--- src/ctbce_map.svh ---
// Purpose: Named constants of the transfer, bit and control execution unit
// Assumes: Included by bare name wherever a constant is needed
// Notes:   Definitions only
`ifndef CTBCE_MAP_SVH
`define CTBCE_MAP_SVH

// Status register bit positions
`define CTBCE_FLAG_C          0
`define CTBCE_FLAG_Z          1
`define CTBCE_FLAG_N          2
`define CTBCE_FLAG_V          3
`define CTBCE_FLAG_S          4
`define CTBCE_FLAG_H          5
`define CTBCE_FLAG_T          6
`define CTBCE_FLAG_I          7

// Reset values and the one-address step
`define CTBCE_STATUS_RESET    8'h00
`define CTBCE_SP_RESET        16'h00FF
`define CTBCE_BYTE_ZERO       8'h00
`define CTBCE_ADDR_ZERO       16'h0000
`define CTBCE_ADDR_ONE        16'h0001

// Data space layout: below this address is internal memory
`define CTBCE_DM_INT_TOP      16'h0100
`define CTBCE_DM_DEPTH        256
`define CTBCE_DM_AW           8

// Register file and I/O space
`define CTBCE_RF_DEPTH        32
`define CTBCE_IO_DEPTH        64
`define CTBCE_Z_LO            5'h1E
`define CTBCE_Z_HI            5'h1F

`endif

--- src/ctbce_pkg.sv ---
// Purpose: Types of the transfer, bit and control execution unit
// Assumes: Nothing
// Notes:   Operation codes and sequencer states
package ctbce_pkg;

    typedef enum logic [4:0]
    {
        OP_NOP,
        OP_IO_IN,
        OP_IO_OUT,
        OP_PUSH,
        OP_POP,
        OP_LOAD_Z,
        OP_LOAD_AND_OR_MEM,
        OP_LOAD_AND_CLEARBITS_MEM,
        OP_LOAD_AND_XOR_MEM,
        OP_ROTATE_LEFT_CARRY,
        OP_ROTATE_RIGHT_CARRY,
        OP_IO_BIT_SET,
        OP_IO_BIT_CLEAR,
        OP_BIT_TO_TRANSFER_FLAG,
        OP_TRANSFER_FLAG_TO_BIT,
        OP_OVERFLOW_FLAG_SET,
        OP_OVERFLOW_FLAG_CLEAR,
        OP_HALFCARRY_SET,
        OP_HALFCARRY_CLEAR,
        OP_SIGNTEST_SET,
        OP_SIGNTEST_CLEAR,
        OP_FLAG_SET,
        OP_FLAG_CLEAR,
        OP_BREAK,
        OP_SLEEP,
        OP_WATCHDOG_RESTART
    } ctbce_op_t;

    typedef enum logic [1:0]
    {
        S_IDLE,
        S_MEM,
        S_EXT
    } ctbce_state_t;

endpackage : ctbce_pkg

--- src/ctbce_dm_if.sv ---
// Purpose: Internal data memory port between sequencer and memory
// Assumes: One clock domain
// Notes:   Read data arrive one edge after the read strobe
`timescale 1ns/1ps
`default_nettype none
interface ctbce_dm_if;
    logic       ce;
    logic       re;
    logic       we;
    logic [7:0] addr;
    logic [7:0] wdata;
    logic [7:0] rdata;

    modport ctl (output ce, output re, output we, output addr, output wdata, input rdata);
    modport mem (input ce, input re, input we, input addr, input wdata, output rdata);
endinterface : ctbce_dm_if
`default_nettype wire

--- src/ctbce_dmem.sv ---
// Purpose: Internal data memory, stack and pointer targets
// Assumes: Synchronous write, registered read
// Notes:   Write and read of one address in one edge returns the old byte
`timescale 1ns/1ps
`default_nettype none
module ctbce_dmem
    import ctbce_pkg::*;
(
    input  wire logic  clk,
    input  wire logic  rst_n,
    ctbce_dm_if.mem    dm
);
`include "ctbce_map.svh"

    logic [7:0] mem_r [0:`CTBCE_DM_DEPTH-1];
    logic [7:0] rdata_r;

    always_ff @(posedge clk)
    begin
        if (dm.ce && dm.we)
        begin
            mem_r[dm.addr] <= dm.wdata;
        end
    end

    always_ff @(posedge clk)
    begin
        if (!rst_n)
        begin
            rdata_r <= `CTBCE_BYTE_ZERO;
        end
        else if (dm.ce && dm.re)
        begin
            rdata_r <= mem_r[dm.addr];
        end
    end

    assign dm.rdata = rdata_r;

endmodule : ctbce_dmem
`default_nettype wire

--- src/ctbce_core.sv ---
// Purpose: Execution unit for transfer, bit and control operations
// Assumes: One operation at a time, taken while OP_READY is high
// Notes:   Data space above internal memory goes out on the EXT_ port
// Operation
// - I/O in and out, one cycle, flags kept
// - Push takes one cycle, flags kept
// - Pop takes two cycles, flags kept
// - Load-and-or returns old, writes OR
// - Load-and-clear returns old, writes AND-NOT
// - Load-and-xor returns old, writes XOR
// - Left rotate through carry, sets Z,C,N,V,H
// - Right rotate through carry, sets Z,C,N,V
// - I/O bit set, one cycle, flags kept
// - I/O bit clear, one cycle, flags kept
// - Register bit into transfer flag only
// - Transfer flag into register bit only
// - Overflow flag set or clear alone
// - Half-carry flag set or clear alone
// - Signed-test flag set or clear alone
// - Break issues in one cycle, flags kept
// - Sleep issues in one cycle, flags kept
// - Watchdog restart in one cycle, flags kept
// - External data space may take longer
// - Internal memory load costs one extra cycle
`timescale 1ns/1ps
`default_nettype none
module ctbce_core
    import ctbce_pkg::*;
(
    input  wire logic        MCLK,
    input  wire logic        NRST,
    input  wire logic        CE,
    input  wire logic        OP_VALID,
    input  wire ctbce_op_t   OP_CODE,
    input  wire logic [4:0]  OP_REG,
    input  wire logic [2:0]  OP_BIT,
    input  wire logic [5:0]  OP_IO,
    output logic             OP_READY,
    output logic             OP_DONE,
    output logic [7:0]       STATUS,
    input  wire logic [4:0]  REG_SEL,
    output logic [7:0]       REG_DATA,
    output logic             IO_WR_STB,
    output logic [5:0]       IO_WR_ADDR,
    output logic [7:0]       IO_WR_DATA,
    output logic             EXT_REQ,
    output logic             EXT_WE,
    output logic [15:0]      EXT_ADDR,
    output logic [7:0]       EXT_WDATA,
    input  wire logic [7:0]  EXT_RDATA,
    input  wire logic        EXT_ACK,
    output logic             BREAK_REQ,
    output logic             SLEEP_REQ,
    output logic             WDT_RESTART
);
`include "ctbce_map.svh"

    ////////////////////////////////////////////////////////////////////////////////
    // Declarations
    ctbce_state_t  state_r;
    ctbce_op_t     op_r;
    logic [4:0]    reg_r;
    logic [15:0]   addr_r;
    logic          ext_we_r;
    logic [7:0]    ext_wdata_r;
    logic [15:0]   sp_r;
    logic [7:0]    status_register_r;
    logic [7:0]    status_nxt;
    logic [7:0]    rf_r [0:`CTBCE_RF_DEPTH-1];
    logic [7:0]    io_r [0:`CTBCE_IO_DEPTH-1];
    logic          done_r;
    logic          io_stb_r;
    logic [5:0]    io_addr_r;
    logic [7:0]    io_data_r;
    logic [7:0]    reg_data_r;
    logic          break_r;
    logic          sleep_r;
    logic          wdt_r;

    logic          accept;
    logic [15:0]   z_ptr;
    logic [15:0]   iss_addr;
    logic          iss_int;
    logic          iss_rd;
    logic          op_rmw;
    logic [7:0]    src_val;
    logic [7:0]    held_val;
    logic [7:0]    mem_data;
    logic [7:0]    new_val;
    logic [7:0]    rot_val;
    logic          rot_c;
    logic          rf_we;
    logic [4:0]    rf_wa;
    logic [7:0]    rf_wd;
    logic          io_we;
    logic [7:0]    io_wd;
    logic          finish;

    ctbce_dm_if    dm ();

    ctbce_dmem u_dmem
    (
        .clk   (MCLK),
        .rst_n (NRST),
        .dm    (dm)
    );

    ////////////////////////////////////////////////////////////////////////////////
    // Issue decode
    assign OP_READY = (state_r == S_IDLE) && CE;
    assign accept   = OP_VALID && OP_READY;
    assign z_ptr    = {rf_r[`CTBCE_Z_HI], rf_r[`CTBCE_Z_LO]};
    assign src_val  = rf_r[OP_REG];
    assign held_val = rf_r[reg_r];
    assign iss_int  = iss_addr < `CTBCE_DM_INT_TOP;
    assign op_rmw   = (op_r == OP_LOAD_AND_OR_MEM) || (op_r == OP_LOAD_AND_CLEARBITS_MEM)
                      || (op_r == OP_LOAD_AND_XOR_MEM);

    assign iss_rd   = OP_CODE inside {OP_POP, OP_LOAD_Z, OP_LOAD_AND_OR_MEM, OP_LOAD_AND_CLEARBITS_MEM,
                                      OP_LOAD_AND_XOR_MEM};

    always_comb
    begin
        case (OP_CODE)
            OP_PUSH: iss_addr = sp_r;
            OP_POP:  iss_addr = sp_r + `CTBCE_ADDR_ONE;
            default: iss_addr = z_ptr;
        endcase
    end

    ////////////////////////////////////////////////////////////////////////////////
    // Data path
    assign mem_data = (state_r == S_EXT) ? EXT_RDATA : dm.rdata;

    always_comb
    begin
        case (op_r)
            OP_LOAD_AND_OR_MEM:        new_val = mem_data | held_val;
            OP_LOAD_AND_CLEARBITS_MEM: new_val = mem_data & ~held_val;
            OP_LOAD_AND_XOR_MEM:       new_val = mem_data ^ held_val;
            default:                   new_val = mem_data;
        endcase
    end

    always_comb
    begin
        if (OP_CODE == OP_ROTATE_LEFT_CARRY)
        begin
            rot_val = {src_val[6:0], status_register_r[`CTBCE_FLAG_C]};
            rot_c   = src_val[7];
        end
        else
        begin
            rot_val = {status_register_r[`CTBCE_FLAG_C], src_val[7:1]};
            rot_c   = src_val[0];
        end
    end

    assign dm.ce    = CE;
    assign dm.addr  = (state_r == S_IDLE) ? iss_addr[7:0] : addr_r[7:0];
    assign dm.re    = accept && iss_rd && iss_int;
    assign dm.we    = (accept && (OP_CODE == OP_PUSH) && iss_int)
                      || ((state_r == S_MEM) && op_rmw);
    assign dm.wdata = (state_r == S_IDLE) ? src_val : new_val;

    ////////////////////////////////////////////////////////////////////////////////
    // Sequencer
    always_ff @(posedge MCLK)
    begin
        if (!NRST)
        begin
            state_r     <= S_IDLE;
            op_r        <= OP_NOP;
            reg_r       <= 5'h00;
            addr_r      <= `CTBCE_ADDR_ZERO;
            ext_we_r    <= 1'b0;
            ext_wdata_r <= `CTBCE_BYTE_ZERO;
        end
        else if (CE)
        begin
            case (state_r)
                S_IDLE:
                begin
                    if (accept && (iss_rd || (OP_CODE == OP_PUSH)))
                    begin
                        op_r        <= OP_CODE;
                        reg_r       <= OP_REG;
                        addr_r      <= iss_addr;
                        ext_we_r    <= !iss_rd;
                        ext_wdata_r <= src_val;
                        if (!iss_int)
                            state_r <= S_EXT;
                        else if (iss_rd)
                            state_r <= S_MEM;
                    end
                end
                S_MEM:   state_r <= S_IDLE;
                S_EXT:
                begin
                    if (EXT_ACK && !ext_we_r && op_rmw)
                    begin
                        ext_we_r    <= 1'b1;
                        ext_wdata_r <= new_val;
                    end
                    else if (EXT_ACK)
                        state_r <= S_IDLE;
                end
                default: state_r <= S_IDLE;
            endcase
        end
    end

    assign EXT_REQ   = (state_r == S_EXT);
    assign EXT_WE    = ext_we_r;
    assign EXT_ADDR  = addr_r;
    assign EXT_WDATA = ext_wdata_r;

    ////////////////////////////////////////////////////////////////////////////////
    // Stack pointer
    always_ff @(posedge MCLK)
    begin
        if (!NRST)
        begin
            sp_r <= `CTBCE_SP_RESET;
        end
        else if (CE && accept)
        begin
            if (OP_CODE == OP_PUSH)
                sp_r <= sp_r - `CTBCE_ADDR_ONE;
            else if (OP_CODE == OP_POP)
                sp_r <= iss_addr;
        end
    end

    ////////////////////////////////////////////////////////////////////////////////
    // Register file
    always_comb
    begin
        rf_we = 1'b0;
        rf_wa = OP_REG;
        rf_wd = src_val;
        if (accept)
        begin
            rf_we = OP_CODE inside {OP_IO_IN, OP_ROTATE_LEFT_CARRY, OP_ROTATE_RIGHT_CARRY,
                                    OP_TRANSFER_FLAG_TO_BIT};
            case (OP_CODE)
                OP_IO_IN:                rf_wd         = io_r[OP_IO];
                OP_TRANSFER_FLAG_TO_BIT: rf_wd[OP_BIT] = status_register_r[`CTBCE_FLAG_T];
                default:                 rf_wd         = rot_val;
            endcase
        end
        else if ((state_r == S_MEM) || ((state_r == S_EXT) && EXT_ACK && !ext_we_r))
        begin
            rf_we = 1'b1;
            rf_wa = reg_r;
            rf_wd = mem_data;
        end
    end

    always_ff @(posedge MCLK)
    begin
        if (CE && rf_we)
        begin
            rf_r[rf_wa] <= rf_wd;
        end
    end

    ////////////////////////////////////////////////////////////////////////////////
    // I/O space
    always_comb
    begin
        io_we = 1'b0;
        io_wd = io_r[OP_IO];
        if (accept)
        begin
            io_we = OP_CODE inside {OP_IO_OUT, OP_IO_BIT_SET, OP_IO_BIT_CLEAR};
            case (OP_CODE)
                OP_IO_BIT_SET:   io_wd[OP_BIT] = 1'b1;
                OP_IO_BIT_CLEAR: io_wd[OP_BIT] = 1'b0;
                default:         io_wd         = src_val;
            endcase
        end
    end

    always_ff @(posedge MCLK)
    begin
        if (CE && io_we)
        begin
            io_r[OP_IO] <= io_wd;
        end
    end

    always_ff @(posedge MCLK)
    begin
        if (!NRST)
        begin
            io_stb_r  <= 1'b0;
            io_addr_r <= 6'h00;
            io_data_r <= `CTBCE_BYTE_ZERO;
        end
        else if (CE)
        begin
            io_stb_r <= io_we;
            if (io_we)
            begin
                io_addr_r <= OP_IO;
                io_data_r <= io_wd;
            end
        end
    end

    ////////////////////////////////////////////////////////////////////////////////
    // Status register
    always_comb
    begin
        status_nxt = status_register_r;
        case (OP_CODE)
            OP_ROTATE_LEFT_CARRY:
            begin
                status_nxt[`CTBCE_FLAG_C] = rot_c;
                status_nxt[`CTBCE_FLAG_Z] = (rot_val == `CTBCE_BYTE_ZERO);
                status_nxt[`CTBCE_FLAG_N] = rot_val[7];
                status_nxt[`CTBCE_FLAG_V] = rot_val[7] ^ rot_c;
                status_nxt[`CTBCE_FLAG_H] = src_val[3];
            end
            OP_ROTATE_RIGHT_CARRY:
            begin
                status_nxt[`CTBCE_FLAG_C] = rot_c;
                status_nxt[`CTBCE_FLAG_Z] = (rot_val == `CTBCE_BYTE_ZERO);
                status_nxt[`CTBCE_FLAG_N] = rot_val[7];
                status_nxt[`CTBCE_FLAG_V] = rot_val[7] ^ rot_c;
            end
            OP_BIT_TO_TRANSFER_FLAG:  status_nxt[`CTBCE_FLAG_T] = src_val[OP_BIT];
            OP_OVERFLOW_FLAG_SET:     status_nxt[`CTBCE_FLAG_V] = 1'b1;
            OP_OVERFLOW_FLAG_CLEAR:   status_nxt[`CTBCE_FLAG_V] = 1'b0;
            OP_HALFCARRY_SET:         status_nxt[`CTBCE_FLAG_H] = 1'b1;
            OP_HALFCARRY_CLEAR:       status_nxt[`CTBCE_FLAG_H] = 1'b0;
            OP_SIGNTEST_SET:          status_nxt[`CTBCE_FLAG_S] = 1'b1;
            OP_SIGNTEST_CLEAR:        status_nxt[`CTBCE_FLAG_S] = 1'b0;
            OP_FLAG_SET:              status_nxt[OP_BIT] = 1'b1;
            OP_FLAG_CLEAR:            status_nxt[OP_BIT] = 1'b0;
            default:                  status_nxt = status_register_r;
        endcase
    end

    always_ff @(posedge MCLK)
    begin
        if (!NRST)
        begin
            status_register_r <= `CTBCE_STATUS_RESET;
        end
        else if (CE && accept)
        begin
            status_register_r <= status_nxt;
        end
    end

    ////////////////////////////////////////////////////////////////////////////////
    // Completion and control pulses
    assign finish = (accept && !iss_rd && !((OP_CODE == OP_PUSH) && !iss_int))
                    || (state_r == S_MEM)
                    || ((state_r == S_EXT) && EXT_ACK && (ext_we_r || !op_rmw));

    always_ff @(posedge MCLK)
    begin
        if (!NRST)
        begin
            done_r     <= 1'b0;
            break_r    <= 1'b0;
            sleep_r    <= 1'b0;
            wdt_r      <= 1'b0;
            reg_data_r <= `CTBCE_BYTE_ZERO;
        end
        else if (CE)
        begin
            done_r     <= finish;
            break_r    <= accept && (OP_CODE == OP_BREAK);
            sleep_r    <= accept && (OP_CODE == OP_SLEEP);
            wdt_r      <= accept && (OP_CODE == OP_WATCHDOG_RESTART);
            reg_data_r <= rf_r[REG_SEL];
        end
    end

    assign OP_DONE     = done_r;
    assign STATUS      = status_register_r;
    assign REG_DATA    = reg_data_r;
    assign IO_WR_STB   = io_stb_r;
    assign IO_WR_ADDR  = io_addr_r;
    assign IO_WR_DATA  = io_data_r;
    assign BREAK_REQ   = break_r;
    assign SLEEP_REQ   = sleep_r;
    assign WDT_RESTART = wdt_r;

endmodule : ctbce_core
`default_nettype wire

--- config.mk ---
export PLATFORM = sky130hd
export DESIGN_NAME = ctbce_core
export DESIGN_NICKNAME = d
export VERILOG_FILES = /design/src/ctbce_pkg.sv /design/src/ctbce_dm_if.sv /design/src/ctbce_dmem.sv /design/src/ctbce_core.sv
export VERILOG_INCLUDE_DIRS = /design/src
export SDC_FILE = /design/constraint.sdc
export NUM_CORES = 2
export LEC_CHECK = 0
export BUFFER_PORTS_ARGS = -buffer_cell sky130_fd_sc_hd__buf_2
export CAP_MARGIN = 15
export CELL_PAD_IN_SITES_DETAIL_PLACEMENT = 0
export CELL_PAD_IN_SITES_GLOBAL_PLACEMENT = 1
export CORE_MARGIN = 2
export CORE_UTILIZATION = 25
export DETAILED_ROUTE_END_ITERATION = 10
export HOLD_SLACK_MARGIN = 0.06
export PLACE_DENSITY_LB_ADDON = 0.1
export SYNTH_ARGS = -nofsm -noshare
export SYNTH_HDL_FRONTEND = slang
export SYNTH_SLANG_ARGS = --single-unit
--- constraint.sdc ---
create_clock -name MCLK -period 18.6 [get_ports MCLK]
set_clock_uncertainty 0.1 [all_clocks]
set_input_delay 1.86 -clock MCLK [delete_from_list [all_inputs] [get_ports MCLK]]
set_output_delay 1.86 -clock MCLK [all_outputs]
set_load 0.01 [all_outputs]
==> summary.md <==
| Metric | Value |
|---|---|
| Final Hold Fails | 0 |
| Register area share after synthesis | 71.7% |
| DP Cell Count | 14,800 |
| DRT Pass-1 Iters | 6 |
| Worst-skew pair later-pin latency | 0.97 ns |
| Hold_buf cts | 0 |
| Layout cells sized above 1 | 12.7% |
| Sequential share of power | 48.6% |
| Die X | 699 um |
| Worst setup margin | 10.40 ns |
| Share of the synthesized area in the top cell type | 70.0% |
| Tmin final | 8.21 ns |
| ANT nets after route | 0 |
| Sw Ratio | 24.1% |
| Top cells by area, synth | edfxtp_1 70%, nand2_1 5.4%, mux4_2 4.5%, nand3_1 3.7%, mux2i_1 2.1% |
| Initial Util | 25.1% |
| Clock power share | 44.6% |
| Vias | 76,100 |
| Hold Startpoint | op_r[3] |
| Largest net degree at the start of global routing | 155 |
| Cells along the critical path | buf_2 > or3b_1 > a211o_1 > a2111oi_4 > buf_4 > or2_4 > buf_4 > buf_12 > buf_4 > nand3_1 > a32oi_1 > a31oi_1 > or4_1 > a2111oi_2 > a31oi_1 |
| Fmax achieved | 122 MHz |
| Gpl congestion | 0.768 |
| Synth area leader | edfxtp_1 |
| CTS tree | done |
| Max_cap viols | 0 |
| Detailed-route wire length per cell | 29.2 um |
| Post-CTS Setup Inserts | 0 |
| Vias in the first global route | 76,200 |
| Setup Total Neg Slack | 0 ns |
| FF-to-FF End | u_dmem.dm.rdata[3] |
| CTS Buf Count | 356 |
| Nets@finish | 8,808 |
| Cell area after synthesis | 121,000 um^2 |
| I/O pin count | 99 |
| Max Slew Vio Count | 0 |
| TritonCTS Sinks | 2,917 |
| Post-CTS resize count | 0 |
| Number of flops mapped to enable cells by yosys | 2,816 |
| Max stage delay cell, worst path | a2111oi_2 |
| Maximum vdd drop | 0.0676 mV |
| Initial antenna violation count | 33 |
| Worst r2r path cells | 15 |
| Post-synth ARST share | 0% |
| Number of core rows | 255 |
| Reg-to-Reg Start | sp_r[0] |
| Cell variety after synth | 82 |
| Synth Instances | 8,688 |
| Status | finished, final reports clean |
| Final period utilization | 44.1% |
| DP Worst Slack | 9.29 ns |
| Max incr delay on CP | 0.87 ns |
| Post-DP HPWL | 270 mm |
| CP dominant cell by count | buf_4 |
| Post-route insts no fill | 15,500 |
| Final Util | 29.2% |
| Startpoint Class | input port |
| Slew @ Worst Pin | 1.23 ns |
| Chip Height | 699 um |
| Net Switching | 3.69 mW |
| Clock transition at path regs | 0.06 ns |
| Flop-to-flop setup slack | 11.59 ns |
| GRT Util Overall | 17.9% |
| Clock Tree Root | clkbuf_16 |
| Post-synth top cells | 2,816 x edfxtp_1, 1,745 x nand2_1, 888 x nand3_1, 506 x nor2_1, 373 x clkbuf_1 |
| Internal Power | 11.6 mW |
| Hold Path Depth | 2 |
| Drc violations | 0 |
| Bufs and invs on worst path | 5 |
| Vias per cell | 4.92 |
| Setup crit end kind | register |
| Initial drt markers | 6,453 |
| Hold Crit Class | register to register |
| Syn_nets | 8,743 |
| Gr ovfl total | 0 |
| Hold EP | op_r[3] |
| Final hold slack | 0.378 ns |
| Setup Viol. Count Final | 0 |
| Crit Path Max Fanout | 100 |
| Pleak | 45.0 nW |
| RSZ-0062 raised after global routing | no |
| PortBufs | 98 |
| Yosys warning count | 0 |
| Htree depth | 5 |
| Top delay family on crit path | compound AO/OA/AOI/OAI gates |
| Synthesized area per cell | 13.9 um^2 |
| First-pass GRT wire length | 631 mm |
| Pwr Density | 109 nW/um^2 |
| Rel. slew slack | 17.7% |
| Routed WL | 452 mm |
| Combinational power share | 6.8% |
| CTS Buffer Depth | 4 |
| CP required | 19.28 ns |
| Layout area overhead | 16.4% |
| Core area | 482,000 um^2 |
| Full die area | 489,000 um^2 |
| Most frequent cell after synthesis | edfxtp_1 |
| FF+latch count, synth | 2,917 |
| Arrival @ worst endpoint | 8.89 ns |
| Ys flop type | edfxtp_1 |
| CP Class | input port to register |
-- state kept, by name, indices dropped and copies added, names as in the netlist, 2 cells and up, named ones only --
register / cells
IO_WR_ADDR: 6
io_r: 512
state_r: 2
IO_WR_DATA: 8
EXT_WDATA: 8
REG_DATA: 8
STATUS: 7
u_dmem.mem_r: 2048
rf_r: 256
u_dmem.dm.rdata: 8
op_r: 5
reg_r: 5
sp_r: 16
EXT_ADDR: 16
-- how the worst max path moves through the flow --
| stage | to | slack [ns] | depth (start not counted) | from |
|---|---|---|---|---|
| 6_report | u_dmem.dm.rdata[3] | 10.40 | 15 | OP_CODE[2] |
| 5_1_grt | u_dmem.dm.rdata[3] | 10.19 | 15 | OP_CODE[1] |
| 4_1_cts | u_dmem.dm.rdata[3] | 10.33 | 15 | OP_CODE[1] |
| 3_5_place_dp | u_dmem.dm.rdata[3] | 9.29 | 15 | OP_CODE[2] |
| 3_3_place_gp | u_dmem.dm.rdata[3] | 8.78 | 15 | OP_CODE[1] |
| 2_1_floorplan | u_dmem.mem_r[0][1] | 6.10 | 8 | OP_REG[0] |
-- metal layers --
layer | part of all wire (%) | track usage, % | routed length [um] | vias to the layer above
met5 | 0 | 0 | 0 | -
met4 | 2.1 | 3.75 | 9270 | 0
met3 | 4.2 | 2.00 | 19100 | 506
met2 | 47 | 29.4 | 213000 | 1940
met1 | 47 | 25.6 | 211000 | 40100
li1 | - | - | - | 33600
-- tightest hold or removal path: cells and delay by family (launching register included) --
kind            cells  cell delay (ns)
simple gates        1             0.06
flops               1             0.32
compound gates      1             0.05
-- layout by cell type, fill, tap and decap left out, drive strengths merged, types with 101 or more instances in the layout --
cell / n
a221oi: 104
mux4: 242
clkbuf: 450
mux2i: 257
a22oi: 192
a32oi: 157
clkinv: 150
nand3: 888
nand2: 1745
a211oi: 109
a31oi: 179
dfxtp: 101
buf: 333
nor2: 506
edfxtp: 2816
a21oi: 172
-- logic make-up (layout without fill, tap and decap cells) --
| group | after synthesis | after routing | share of synthesized area (%) |
|---|---|---|---|
| xor gates and xnor gates | 6 | 6 | 0.0435 |
| AOI/OAI and AO/OA | 1220 | 1220 | 7.30 |
| other | 0 | 5 | 0 |
| muxes | 504 | 504 | 6.69 |
| adders and majority gates | 18 | 18 | 0.187 |
| DFF | 2917 | 2917 | 71.7 |
| and+or+nand+nor | 3370 | 3370 | 11.9 |
| buffers and inverters | 653 | 1006 | 2.16 |
-- per-stage QoR --
| step | cell area [um^2] | power [mW] |
|---|---|---|
| detailed placement | 129000 | 8.63 |
| floorplan | 121000 | 8.15 |
| global route | 141000 | 15.8 |
| finish | 141000 | 15.3 |
| CTS | 140000 | 15.5 |
| global placement | 129000 | 8.63 |
-- power by group through the flow --
stage,registers [mW],logic (mW),clock network (mW)
6_report,7.42,1.04,6.81
4_1_cts,7.42,1.08,6.99
3_5_place_dp,7.55,1.08,0
5_1_grt,7.41,1.12,7.22
2_1_floorplan,7.65,0.502,0
3_3_place_gp,7.55,1.07,0
-- area by class of cell --
cell class | instances | area (um^2)
Sequential cell | 2917 | 86600
Clock inverter | 196 | 1700
Tap cell | 6425 | 8040
Multi-Input combinational cell | 5118 | 32100
Inverter | 27 | 101
Antenna cell | 5 | 12.5
Clock buffer | 450 | 9500
Fill cell | 48500 | 341000
Timing Repair Buffer | 333 | 2530
(Power assumes the default switching activity.)
